<file path="src/otg_power_pkg.sv">
// Register map, field positions and reset values of the OTG power and pull control bank
package otg_power_pkg;

    // ------------------------------------------------------------
    // Register addresses (read at any of the three, write/set/clear)
    // ------------------------------------------------------------
    localparam logic [5:0] CTRL_WRITE_ADDR  = 6'h0A;
    localparam logic [5:0] CTRL_SET_ADDR    = 6'h0B;
    localparam logic [5:0] CTRL_CLEAR_ADDR  = 6'h0C;
    localparam logic [5:0] RISE_WRITE_ADDR  = 6'h0D;
    localparam logic [5:0] RISE_SET_ADDR    = 6'h0E;
    localparam logic [5:0] RISE_CLEAR_ADDR  = 6'h0F;

    // ------------------------------------------------------------
    // Control register fields
    // ------------------------------------------------------------
    localparam int EXTERNAL_OVERCURRENT_SELECT_BIT = 7;
    localparam int DRIVE_EXTERNAL_SUPPLY_BIT       = 6;
    localparam int CHARGE_BUS_POWER_BIT            = 4;
    localparam int DISCHARGE_BUS_POWER_BIT         = 3;
    localparam int MINUS_LINE_PULLDOWN_BIT         = 2;
    localparam int PLUS_LINE_PULLDOWN_BIT          = 1;
    localparam int CABLE_IDENT_PULLUP_SAMPLE_BIT   = 0;

    // ------------------------------------------------------------
    // Event status fields (rise enable uses the same positions)
    // ------------------------------------------------------------
    localparam int EVENT_WIDTH                = 5;
    localparam int CABLE_GROUND_DETECT_BIT    = 4;
    localparam int SESSION_END_FLAG_BIT       = 3;
    localparam int SESSION_VALID_FLAG_BIT     = 2;
    localparam int BUS_POWER_VALID_FLAG_BIT   = 1;
    localparam int HOST_DISCONNECT_FLAG_BIT   = 0;

    // ------------------------------------------------------------
    // Reset values
    // ------------------------------------------------------------
    localparam logic [7:0] CTRL_RESET_VALUE = 8'h06;
    localparam logic [7:0] RISE_RESET_VALUE = 8'h1F;

    typedef enum logic [1:0] {
        ACCESS_WRITE,
        ACCESS_SET,
        ACCESS_CLEAR
    } access_kind_t;

endpackage

</file>
<file path="src/rise_event_detector.sv">
// Rising-edge event detector for the five event status flags
`timescale 1ns/100ps

module rise_event_detector (
    input  wire logic       clk_i,
    input  wire logic       rst_n_i,
    input  wire logic [4:0] status_i,
    input  wire logic [4:0] enable_i,
    output logic            event_o,
    output logic [4:0]      event_status_o
);

    logic [4:0] prev_status;
    wire  [4:0] rise_hit = status_i & ~prev_status & enable_i;

    always_ff @(posedge clk_i or negedge rst_n_i) begin
        if (!rst_n_i) begin
            prev_status    <= 5'h00;
            event_o        <= 1'b0;
            event_status_o <= 5'h00;
        end else begin
            prev_status    <= status_i;
            event_o        <= |rise_hit;
            event_status_o <= status_i;
        end
    end

endmodule

</file>
<file path="src/otg_power_regs.sv">
// OTG power and pull control register bank with rising-edge event enables
// What this block does
// - Control register reads at 0A-0C; write at 0A, set at 0B, clear at 0C.
// - Bit 7 picks external fault pin instead of internal comparator for power-valid.
// - Bit 6 one drives active-low supply switch output low; zero keeps it high.
// - Bit 4 one charges bus supply through resistor; default off.
// - Bit 3 one discharges bus supply through resistor; default off.
// - Bit 2 connects minus-line 15k pull-down; reset value one.
// - Bit 1 connects plus-line 15k pull-down; reset value one.
// - Bit 0 connects ident pull-up and enables its sampler; default off.
// - Enabled status rises raise event_o, with the sampled flags on event_status_o.
// - Rise enable register at 0D-0F; bits 4..0 enable the five flags.
`timescale 1ns/100ps

module otg_power_regs (
    input  wire logic       clk_i,
    input  wire logic       rst_n_i,
    input  wire logic       reg_wr_i,
    input  wire logic       reg_rd_i,
    input  wire logic [5:0] reg_addr_i,
    input  wire logic [7:0] reg_wdata_i,
    input  wire logic       bus_power_valid_int_i,
    input  wire logic       fault_i,
    input  wire logic       session_end_i,
    input  wire logic       session_valid_i,
    input  wire logic       cable_ground_i,
    input  wire logic       host_disconnect_i,
    output logic [7:0]      reg_rdata_o,
    output logic            reg_rvalid_o,
    output logic            power_switch_n_o,
    output logic            charge_bus_power_o,
    output logic            discharge_bus_power_o,
    output logic            minus_line_pulldown_o,
    output logic            plus_line_pulldown_o,
    output logic            cable_ident_pullup_sample_o,
    output logic            bus_power_valid_o,
    output logic            event_o,
    output logic [4:0]      event_status_o
);

    // ------------------------------------------------------------
    // Register update shared by both write/set/clear triplets
    // ------------------------------------------------------------
    function automatic logic [7:0] apply_access(input logic [7:0] old_value,
                                                input logic [7:0] data,
                                                input otg_power_pkg::access_kind_t kind);
        case (kind)
            otg_power_pkg::ACCESS_WRITE: apply_access = data;
            otg_power_pkg::ACCESS_SET:   apply_access = old_value | data;
            otg_power_pkg::ACCESS_CLEAR: apply_access = old_value & ~data;
            default:                     apply_access = old_value;
        endcase
    endfunction

    logic [7:0] otg_control_reg;
    logic [7:0] rise_event_enable_reg;
    logic [4:0] event_status_reg;

    // ------------------------------------------------------------
    // Address decode
    // ------------------------------------------------------------
    wire ctrl_w = reg_addr_i == otg_power_pkg::CTRL_WRITE_ADDR;
    wire ctrl_s = reg_addr_i == otg_power_pkg::CTRL_SET_ADDR;
    wire ctrl_c = reg_addr_i == otg_power_pkg::CTRL_CLEAR_ADDR;
    wire rise_w = reg_addr_i == otg_power_pkg::RISE_WRITE_ADDR;
    wire rise_s = reg_addr_i == otg_power_pkg::RISE_SET_ADDR;
    wire rise_c = reg_addr_i == otg_power_pkg::RISE_CLEAR_ADDR;
    wire ctrl_hit = ctrl_w | ctrl_s | ctrl_c;
    wire rise_hit = rise_w | rise_s | rise_c;

    wire otg_power_pkg::access_kind_t ctrl_kind =
        ctrl_s ? otg_power_pkg::ACCESS_SET :
        ctrl_c ? otg_power_pkg::ACCESS_CLEAR : otg_power_pkg::ACCESS_WRITE;
    wire otg_power_pkg::access_kind_t rise_kind =
        rise_s ? otg_power_pkg::ACCESS_SET :
        rise_c ? otg_power_pkg::ACCESS_CLEAR : otg_power_pkg::ACCESS_WRITE;

    wire [7:0] next_ctrl = (reg_wr_i && ctrl_hit)
                         ? apply_access(otg_control_reg, reg_wdata_i, ctrl_kind)
                         : otg_control_reg;
    wire [7:0] next_rise = (reg_wr_i && rise_hit)
                         ? apply_access(rise_event_enable_reg, reg_wdata_i, rise_kind)
                         : rise_event_enable_reg;

    // read at any of three addresses
    wire [7:0] next_rdata = ctrl_hit ? otg_control_reg :
                            rise_hit ? rise_event_enable_reg : 8'h00;

    wire next_power_valid = otg_control_reg[otg_power_pkg::EXTERNAL_OVERCURRENT_SELECT_BIT]
                          ? fault_i : bus_power_valid_int_i;

    // ident level reads zero while its sampler is off
    wire next_ground = cable_ground_i
                     & otg_control_reg[otg_power_pkg::CABLE_IDENT_PULLUP_SAMPLE_BIT];

    // ------------------------------------------------------------
    // Registers and pin drivers
    // ------------------------------------------------------------
    always_ff @(posedge clk_i or negedge rst_n_i) begin
        if (!rst_n_i) begin
            otg_control_reg       <= otg_power_pkg::CTRL_RESET_VALUE;
            rise_event_enable_reg <= otg_power_pkg::RISE_RESET_VALUE;
            reg_rdata_o           <= 8'h00;
            reg_rvalid_o          <= 1'b0;
        end else begin
            otg_control_reg       <= next_ctrl;
            rise_event_enable_reg <= next_rise;
            reg_rdata_o           <= reg_rd_i ? next_rdata : 8'h00;
            reg_rvalid_o          <= reg_rd_i;
        end
    end

    // Pins follow next_ctrl so they change together with the register
    always_ff @(posedge clk_i or negedge rst_n_i) begin
        if (!rst_n_i) begin
            power_switch_n_o            <= 1'b1;
            charge_bus_power_o          <= 1'b0;
            discharge_bus_power_o       <= 1'b0;
            minus_line_pulldown_o       <= 1'b1;
            plus_line_pulldown_o        <= 1'b1;
            cable_ident_pullup_sample_o <= 1'b0;
        end else begin
            power_switch_n_o            <= ~next_ctrl[otg_power_pkg::DRIVE_EXTERNAL_SUPPLY_BIT];
            charge_bus_power_o          <= next_ctrl[otg_power_pkg::CHARGE_BUS_POWER_BIT];
            discharge_bus_power_o       <= next_ctrl[otg_power_pkg::DISCHARGE_BUS_POWER_BIT];
            minus_line_pulldown_o       <= next_ctrl[otg_power_pkg::MINUS_LINE_PULLDOWN_BIT];
            plus_line_pulldown_o        <= next_ctrl[otg_power_pkg::PLUS_LINE_PULLDOWN_BIT];
            cable_ident_pullup_sample_o <= next_ctrl[otg_power_pkg::CABLE_IDENT_PULLUP_SAMPLE_BIT];
        end
    end

    // ------------------------------------------------------------
    // Event status sampling
    // ------------------------------------------------------------
    always_ff @(posedge clk_i or negedge rst_n_i) begin
        if (!rst_n_i) begin
            event_status_reg  <= 5'h00;
            bus_power_valid_o <= 1'b0;
        end else begin
            event_status_reg  <= {next_ground, session_end_i, session_valid_i,
                                  next_power_valid, host_disconnect_i};
            bus_power_valid_o <= next_power_valid;
        end
    end

    // session-end rise is what the link waits on to stop discharge
    rise_event_detector u_rise (
        .clk_i          (clk_i),
        .rst_n_i        (rst_n_i),
        .status_i       (event_status_reg),
        .enable_i       (rise_event_enable_reg[4:0]),
        .event_o        (event_o),
        .event_status_o (event_status_o)
    );
endmodule

</file>
<file path="config.mk">
export PLATFORM = sky130hd
export DESIGN_NAME = otg_power_regs
export DESIGN_NICKNAME = d
export VERILOG_FILES = /design/src/otg_power_pkg.sv /design/src/rise_event_detector.sv /design/src/otg_power_regs.sv
export SDC_FILE = /design/constraint.sdc
export NUM_CORES = 1
export LEC_CHECK = 0
export BUFFER_PORTS_ARGS = -buffer_cell sky130_fd_sc_hd__buf_4
export CAP_MARGIN = 20
export CORE_UTILIZATION = 57
export CTS_BUF_LIST = sky130_fd_sc_hd__clkbuf_8
export CTS_CLUSTER_DIAMETER = 50
export DETAILED_ROUTE_END_ITERATION = 10
export PLACE_DENSITY = 0.95
export SETUP_SLACK_MARGIN = 0.05
export SLEW_MARGIN = 20
export SYNTH_ARGS = -nofsm -noshare
export SYNTH_HDL_FRONTEND = slang
export SYNTH_SLANG_ARGS = --single-unit
</file>
<file path="constraint.sdc">
create_clock -name clk_i -period 1.7 [get_ports clk_i]
set_clock_uncertainty 0.05 [all_clocks]
set_input_delay 0.34 -clock clk_i [delete_from_list [all_inputs] [get_ports clk_i]]
set_output_delay 0.34 -clock clk_i [all_outputs]
set_load 0.005 [all_outputs]
</file>
==> results.tsv, run 1 <==
stage	metric	value	unit
logic_synthesis	synthFlopType	dfrtp_1	
global_route	grt_pass1_vias	1285	
detailed_routing	drt.antenna.violating_nets	0	
logic_synthesis	synth_largest_area_cell	dfrtp_1	
logic_synthesis	yosysWarnings	0	
logic_synthesis	synth-simple-area-share	11.57	%
critical_path	slowest_delay	0.53	ns
cts	clkTransAtPathRegs	0.07	ns
sta	whs	0.09720	ns
cells_and_area	stdcell_count	213	
logic_synthesis	synth_area	1558	µm²
sta	finalCriticalPeriod	1.584	ns
logic_synthesis	syn_inst	122	
critical_path	worst-path-buf-inv	1	
global_route	track_usage	30.70	%
placed_design	place_congestion	0.8867	
logic_synthesis	synth_area_leaders	dfrtp_1 47%, dfstp_2 13%, a21oi_1 5.1%	
cts	cts_buffers	5	
critical_path	cp_top_family	compound AO/OA/AOI/OAI gates	
outcome	outcome	finished clean	
placed_design	portBuffers	45	
sta	min_period_over_period	93.17	%
cts	cts_buffer_depth	2	
critical_path	critPathKind	primary input to flip-flop	
logic_synthesis	yosysMostFrequentCell	dfrtp_1	
logic_synthesis	synth_compound_area_share	21.45	%
critical_path	crit_path_top_delay_cell	a2111o_1	
critical_path	cp_cell_sequence	buf_4 -> or3b_4 -> a2111o_1 -> o21ai_2 -> a22o_1	
cts	cts_root_buffer	clkbuf_8	
floorplanning	coreArea	2522	µm²
detailed_routing	num_vias	1314	
power	share_comb_of_total_power	17.1	%
worst_hold_path	hold-path-endpoint	event_status_reg[2]	
floorplanning	die-height	54.28	µm
detailed_routing	drt-total-wl	3992	µm
power	p_leak	0.9495	nW
placed_design	hpwl	2769	µm
power	finalPower	0.002162	W
floorplanning	initial_core_util	61.76	%
detailed_routing	drt_iter0_drc	40	
run	drv_cap	0	
global_route	grt_max_degree	38	
logic_synthesis	synth.avg_cell_area	12.77	µm²
detailed_routing	firstDrtPassIters	4	
logic_synthesis	synth-xor-area-share	4.498	%
floorplanning	pin_count	46	
critical_path	r2r_end	u_rise.event_o	
floorplanning	die_width	54.28	µm
sta	finalHoldViolations	0	
logic_synthesis	synth_fp_nets	146	
detailed_routing	avgViaCountPerCell	6.169	
logic_synthesis	synth_top_family_by_area	compound AO/OA/AOI/OAI gates	
sta	setup_viol_count_final	0	
critical_path	cp.arrival	1.76	ns
critical_path	end_kind	flip-flop	
cts	h-tree-depth	2	
floorplanning	die_area	2946	µm²
power	cellInternalPower	0.001582	W
sta	grt_setup_unrepaired	no	
cells_and_area	antennaDiodeCount	0	
sta	maxSlewViolCount	0	
critical_path	required	1.88	ns
floorplanning	rows	18	
cts	cts_tree	yes	
power	power.share.switching	26.85	%
cts	clock-sinks	37	
worst_hold_path	min_path_type	primary input to flip-flop	
power	p_sw	0.0005806	W
critical_path	worst-path-max-fanout	8	
logic_synthesis	synth_edf_count	0	
critical_path	r2r_start	rise_event_enable_reg[1]	
power	ir_drop	1036	µV
critical_path	reg2reg_depth	4	
sta	slew_headroom	59.10	%
cts	insertion_delay	0.30	ns
cts	cts_setup_buffers	0	
logic_synthesis	yosysTopAreaCellShare	46.59	%
logic_synthesis	async_reset_ff_share	100.0	%
critical_path	reg2reg_slack	0.73	ns
placed_design	placedCellCount	204	
logic_synthesis	seq_area_frac_synth	60.08	%
power	pwr-share-seq	52.9	%
logic_synthesis	synth_seq_cells	37	
detailed_routing	wl_per_cell	18.74	µm
sta	tightest_slew	0.6113	ns
global_route	grt-ovfl-total	0	
power	p_clk_share	29.9	%
cells_and_area	nets	206	
worst_hold_path	hp-start	session_valid_i	
logic_synthesis	post_synth_fa_ha_maj_area_fraction	0	%
critical_path	start_kind	primary input	
cells_and_area	drive_above_1_share	42.62	%
global_route	grt_pass1_wl	5885	µm
power	power_density	1035	nW/µm²
logic_synthesis	synthDistinctLibCells	29	
logic_synthesis	synthMuxAreaShare	0.7229	%
cells_and_area	area_growth	34.06	%
cells_and_area	n_fill_cell	138	
logic_synthesis	yosys-top-cells-count	29 x dfrtp_1, 16 x a21oi_1, 9 x a22oi_1	
worst_hold_path	min_path_cells	1	
critical_path	path_depth	5	
sta	fmax	0.6313	GHz
detailed_routing	drc	0	
global_route	antenna_found_initial	0	
[kinds of logic (layout without fill, tap and decap cells)]
family	after synthesis	in the layout
and+or+nand+nor	26	26
xor gates and xnor gates	8	8
buffers and inverters	4	65
AOI/OAI and AO/OA	46	46
muxes	1	1
DFF	37	37
[layout make-up]
cell class                      count  area [µm²]  share of cell area (%)
Clock buffer                        6       82.58                   3.954
Clock inverter                      2       13.76                  0.6591
Inverter                            2       7.507                  0.3595
Multi-Input combinational cell     81       595.6                   28.52
Sequential cell                    37       935.9                   44.82
Tap cell                           30       37.54                   1.797
Timing Repair Buffer               55       415.4                   19.89
[worst reg2reg max path, stage by stage (launching register included)]
cell	delay, ns
dfstp_2	0.56
nand3b_1	0.10
nand2_1	0.08
a31oi_1	0.04
nand3_1	0.08
[repair_timing]
| item | CTS | global route |
|---|---|---|
| hold buffers | 1 | 0 |
| gates resized for setup | 0 | 0 |
| hold endpoints to repair | 29 | 0 |
[cells in the final DEF, fill, tap and decap left out, types with 2 or more instances in the layout]
cell type  netlist  layout
xnor2_1          8       8
a22o_1           8       8
clkbuf_8         0       6
nor2_1           2       2
nand3b_1         5       5
a21oi_1         16      16
dfstp_2          8       8
a22oi_1          9       9
buf_4            0      54
nand4bb_1        2       2
nor2b_1          8       8
dfrtp_1         29      29
nand2_1          2       2
o21ai_1          7       7
inv_1            2       2
[layer usage]
metal	global-route usage [%]	part of all wire, %
met1	34.19	36
met2	49.80	52
met3	8.611	8.3
met4	22.65	3.4
met5	0	0
[stage by stage]
step	area (µm²)	worst slack (ns)	utilization, %	setup TNS [ns]
floorplan	1558	0.08093	-	0
global placement	1982	-0.09855	78.57	-1.063
detailed placement	1982	-0.1598	78.57	-1.863
CTS	2088	0.1453	82.79	0
global route	2088	0.1004	82.79	0
finish	2088	0.1161	82.79	0
[how the worst max path moves through the flow]
| stage | start | end | slack [ns] |
|---|---|---|---|
| 2_1_floorplan | reg_addr_i[0] | flip-flop | 0.08 |
| 3_3_place_gp | reg_addr_i[0] | flip-flop | -0.1 |
| 3_5_place_dp | reg_addr_i[0] | otg_control_reg[0] | -0.16 |
| 4_1_cts | reg_addr_i[0] | flip-flop | 0.15 |
| 5_1_grt | reg_addr_i[0] | flip-flop | 0.10 |
| 6_report | reg_addr_i[0] | flip-flop | 0.12 |
[power groups by stage]
stage	clock [W]	sequential, W	combinational, W
floorplan	0	0.00113	0.000157
global placement	0	0.00114	0.000345
detailed placement	0	0.00115	0.000366
CTS	0.000656	0.00114	0.000372
global route	0.000691	0.00115	0.000404
finish	0.000648	0.00114	0.000370
Note: power is estimated with default switching activity, not from simulation.
==> run 2: changes to the inputs <==
Clock period 1.7 ns to 1.9 ns, I/O delays scaled along.
==> run 2 against run 1 <==
Effect of this change:
- total power fell by 12%
- sequential share of layout area is 0.54 points higher
- sequential cell count did not move
- cell count decreased by 1.4%
- hold slack improved by 0.040 ns
- count of clock-buffer cells in the layout is the same
- setup slack better by 0.12 ns
- via count shrank 3.0%
- wire length shrank 4.9%
- clock power is 12% lower
==> results.tsv, run 2 (same netlist as run 1, synthesis figures left out) <==
stage	metric	value	unit
cts	h-tree-depth	2	
sta	fmax	0.6019	GHz
critical_path	worst-path-buf-inv	1	
cts	cts_buffer_depth	2	
global_route	antenna_found_initial	0	
sta	slew_headroom	68.90	%
critical_path	cp.arrival	1.85	ns
cts	cts_root_buffer	clkbuf_8	
cells_and_area	nets	203	
global_route	grt_pass1_vias	1204	
cts	insertion_delay	0.29	ns
sta	finalCriticalPeriod	1.661	ns
floorplanning	die_area	2946	µm²
cells_and_area	area_growth	32.45	%
critical_path	cp_cell_sequence	buf_4 -> or3b_4 -> a2111o_1 -> o21ai_1 -> a22o_1	
power	p_leak	0.9328	nW
power	ir_drop	1012	µV
detailed_routing	drt-total-wl	3798	µm
global_route	grt-ovfl-total	0	
cells_and_area	final_cell_mix	51 x buf_4, 29 x dfrtp_1, 16 x a21oi_1	
sta	setup_ws	0.2386	ns
floorplanning	die_width	54.28	µm
critical_path	critPathKind	primary input to flip-flop	
sta	setup_viol_count_final	0	
cells_and_area	drive_above_1_share	41.11	%
detailed_routing	firstDrtPassIters	4	
detailed_routing	drt.antenna.violating_nets	0	
sta	finalHoldViolations	0	
cts	clkTransAtPathRegs	0.07	ns
global_route	grt_max_degree	38	
detailed_routing	drt_iter0_drc	44	
placed_design	hpwl	2589	µm
placed_design	dp_slack	-0.009271	ns
critical_path	required	2.09	ns
sta	tightest_slew	0.4638	ns
global_route	track_usage	29.45	%
sta	min_period_over_period	87.44	%
placed_design	portBuffers	45	
floorplanning	die-height	54.28	µm
floorplanning	coreArea	2522	µm²
sta	whs	0.1376	ns
critical_path	crit_path_top_delay_cell	a2111o_1	
worst_hold_path	min_path_type	primary input to flip-flop	
placed_design	place_congestion	0.9116	
cells_and_area	layout.cells.most_common	buf_4	
cts	cts_buffers	5	
detailed_routing	drc	0	
detailed_routing	wl_per_cell	18.09	µm
global_route	grt_pass1_wl	5768	µm
critical_path	cp_top_family	compound AO/OA/AOI/OAI gates	
cts	clock-sinks	37	
critical_path	start_kind	primary input	
critical_path	slowest_delay	0.52	ns
sta	maxSlewViolCount	0	
cts	cts_resized	0	
power	power_density	925.7	nW/µm²
critical_path	end_kind	flip-flop	
cts	cts_tree	yes	
sta	grt_setup_unrepaired	no	
cells_and_area	n_fill_cell	143	
detailed_routing	avgViaCountPerCell	6.067	
run	drv_cap	0	
critical_path	worst-path-max-fanout	8	
cells_and_area	antennaDiodeCount	0	
outcome	outcome	finished clean	
floorplanning	pin_count	46	
floorplanning	rows	18	
detailed_routing	num_vias	1274	
floorplanning	initial_core_util	61.76	%
run 2: metrics by stage:
| stage | std cells | instance area, µm² | util [%] | setup TNS [ns] | power [W] |
|---|---|---|---|---|---|
| 2_1_floorplan | 122 | 1558 | - | 0 | 0.001149 |
| 3_3_place_gp | 201 | 1959 | 77.68 | 0 | 0.001325 |
| 3_5_place_dp | 201 | 1959 | 77.68 | -0.01719 | 0.001345 |
| 4_1_cts | 210 | 2063 | 81.80 | 0 | 0.001915 |
| 5_1_grt | 210 | 2063 | 81.80 | 0 | 0.001991 |
| 6_report | 210 | 2063 | 81.80 | 0 | 0.001910 |
run 2: final cells by class:
| class | instances | area (µm²) | share of cell area (%) |
|---|---|---|---|
| clock inverter | 2 | 11.26 | 0.5458 |
| inverter | 2 | 7.507 | 0.3639 |
| sequential | 37 | 935.9 | 45.36 |
| multi-input combinational | 81 | 595.6 | 28.87 |
| clock buffer | 6 | 82.58 | 4.002 |
| timing repair buffer | 52 | 392.9 | 19.04 |
| tap | 30 | 37.54 | 1.819 |
run 2: worst register-to-register path, stage by stage (launching register included):
cell and delay (ns):
dfstp_2 0.56, nand3b_1 0.10, nand2_1 0.08, a31oi_1 0.04
nand3_1 0.08
run 2: layer usage:
layer / share of wire, % / routed length [µm] / GRT usage [%]
met5: 0 / 0 / 0
met4: 1.8 / 67 / 12.39
met3: 6.6 / 252 / 9.167
met2: 51 / 1943 / 47.36
met1: 40 / 1534 / 36.56
run 2: what timing repair did:
item,in CTS,in global routing
setup endpoints to repair,0,0
endpoints found under the hold margin,29,0
buffers inserted,0,0
hold buffers,1,0
run 2: worst paths after layout:
check / endpoint / cells past startpoint / slack [ns] / start
max: otg_control_reg[3] / 5 / 0.24 / reg_addr_i[0]
min: event_status_reg[0] / 1 / 0.14 / host_disconnect_i
max reg2reg: u_rise.event_o / 4 / 0.94 / rise_event_enable_reg[1]
min reg2reg: u_rise.event_status_o[1] / 0 / 0.35 / event_status_reg[1]
max in group asynchronous: rise_event_enable_reg[1] / 2 / 0.93 / rst_n_i
min in group asynchronous: reg_rdata_o[6] / 2 / 0.52 / rst_n_i
run 2: power by group:
group | internal (W) | switching [W] | leakage [nW]
Combinational | 0.000186 | 0.000137 | 0.431
Sequential | 0.000932 | 0.0000864 | 0.453
Clock | 0.000289 | 0.000280 | 0.0486
Total | 0.00141 | 0.000503 | 0.933
==> run 3: changes to the inputs <==
Settings changed: CORE_ASPECT_RATIO set to 2, CORE_UTILIZATION 57 to 55.
==> run 3 against run 2 <==
Effect of this change:
- wire length is 5.6% higher
- core utilization is 5.1 points lower
- highest routed layer unchanged
- sequential power hardly changed
==> results.tsv, run 3 (same netlist as run 1, synthesis figures left out) <==
stage	metric	value	unit
detailed_routing	drt.antenna.violating_nets	0	
placed_design	place_congestion	0.8297	
placed_design	placedCellCount	199	
cells_and_area	final_cell_mix	50 x buf_4, 29 x dfrtp_1, 16 x a21oi_1	
cells_and_area	fin_util	76.71	%
global_route	grt-ovfl-total	0	
critical_path	worst-path-buf-inv	1	
detailed_routing	num_vias	1281	
sta	maxSlewViolCount	0	
floorplanning	coreArea	2703	µm²
global_route	top_usage_layer	met2	
critical_path	required	2.09	ns
detailed_routing	avgViaCountPerCell	6.159	
critical_path	cp.arrival	1.87	ns
cells_and_area	stdcell_count	208	
critical_path	worst-path-max-fanout	8	
outcome	outcome	finished clean	
cts	h-tree-depth	2	
floorplanning	die-height	77.26	µm
sta	tightest_slew	0.4544	ns
critical_path	reg2reg_slack	0.84	ns
cts	cts_buffers	5	
floorplanning	die_width	39.63	µm
critical_path	crit_path_top_delay_cell	a2111o_1	
cells_and_area	final_area	2073	µm²
power	power_density	983.9	nW/µm²
detailed_routing	drc	0	
worst_hold_path	min_path_type	primary input to flip-flop	
detailed_routing	drt-total-wl	4012	µm
cts	clock-sinks	37	
floorplanning	die_area	3062	µm²
power	p_leak	0.9379	nW
global_route	met2_usage	50.98	%
cts	cts_buffer_depth	2	
run	drv_cap	0	
cts	insertion_delay	0.30	ns
detailed_routing	drt_iter0_drc	59	
global_route	grt_pass1_wl	6306	µm
critical_path	critPathKind	primary input to flip-flop	
critical_path	reg2reg_depth	4	
sta	slew_headroom	69.53	%
cts	clkTransAtPathRegs	0.08	ns
sta	finalCriticalPeriod	1.685	ns
cts	cts_tree	yes	
critical_path	r2r_start	event_status_reg[1]	
critical_path	end_kind	flip-flop	
sta	grt_setup_unrepaired	no	
floorplanning	rows	27	
global_route	grt_util_met1	31.56	%
global_route	track_usage	31.33	%
critical_path	cp_cell_sequence	buf_4 -> or3b_4 -> a2111o_1 -> o21ai_1 -> a22o_1	
sta	min_period_over_period	88.69	%
detailed_routing	wl_per_cell	19.29	µm
sta	whs	0.1326	ns
power	finalPower	0.002040	W
sta	fmax	0.5934	GHz
power	ir_drop	902.3	µV
cells_and_area	antennaDiodeCount	0	
critical_path	r2r_end	u_rise.event_o	
placed_design	hpwl	2787	µm
critical_path	slowest_delay	0.52	ns
cells_and_area	layout.cells.most_common	buf_4	
global_route	gr-usage-met3	6.358	%
critical_path	cp-endpoint	otg_control_reg[1]	
detailed_routing	firstDrtPassIters	4	
sta	setup_viol_count_final	0	
sta	finalHoldViolations	0	
floorplanning	initial_core_util	57.64	%
critical_path	cp_top_family	compound AO/OA/AOI/OAI gates	
critical_path	start_kind	primary input	
placed_design	dpl_cell_area	1951	µm²
global_route	grt_pass1_vias	1384	
cells_and_area	nets	202	
cts	cts_root_buffer	clkbuf_8	
cells_and_area	drive_above_1_share	41.34	%
critical_path	startpoint	reg_addr_i[0]	
global_route	grt_max_degree	38	
global_route	antenna_found_initial	0	
placed_design	portBuffers	45	
critical_path	path_depth	5	
cells_and_area	area_growth	33.09	%
floorplanning	pin_count	46	
[run 3: repair_timing]
item | in CTS | in global routing
setup buffers | 0 | 0
endpoints found under the hold margin | 29 | 0
gates resized for setup | 0 | 0
hold buffers | 1 | 0
endpoints found under the setup margin | 0 | 0
[run 3: layout make-up]
cell class / instances / area [µm²]
flip-flops and latches: 37 / 935.9
repair buffers: 51 / 385.4
inverters: 2 / 7.507
well taps: 29 / 36.28
multi-input cells: 81 / 595.6
clock buffers: 5 / 68.82
fillers: 176 / 629.4
clock inverters: 3 / 43.79
[run 3: worst min path at each step]
| stage | cells past startpoint | to | startpoint |
|---|---|---|---|
| 2_1_floorplan | 0 | asynchronous set/reset pin | rst_n_i |
| 3_3_place_gp | 1 | event_status_reg[3] | rst_n_i |
| 3_5_place_dp | 1 | event_status_reg[0] | rst_n_i |
| 4_1_cts | 1 | event_status_reg[2] | session_valid_i |
| 5_1_grt | 1 | event_status_reg[0] | host_disconnect_i |
| 6_report | 1 | event_status_reg[2] | session_valid_i |
[run 3: power by group]
| group | internal, W | switching (W) |
|---|---|---|
| registers | 0.000932 | 0.0000903 |
| clock network | 0.000393 | 0.000290 |
| logic | 0.000185 | 0.000150 |
[run 3: per-layer routing]
layer | vias up | part of all wire, %
met2 | 77 | 57
li1 | 560 | -
met5 | - | 0
met4 | 0 | 4.9
met1 | 626 | 32
met3 | 18 | 6.6
[run 3: through the flow]
stage	setup WS, ns	TNS [ns]
3_5_place_dp	-0.05444	-0.09647
3_3_place_gp	0.05033	0
2_1_floorplan	0.2409	0
4_1_cts	0.2566	0
6_report	0.2148	0
5_1_grt	0.1944	0
[run 3: worst register-to-register path, cell delays in order, from the launching register on]
cell and delay [ns]:
dfrtp_1 0.40, nand3b_1 0.12, nand2_1 0.08, a31oi_1 0.17, nand3_1 0.12
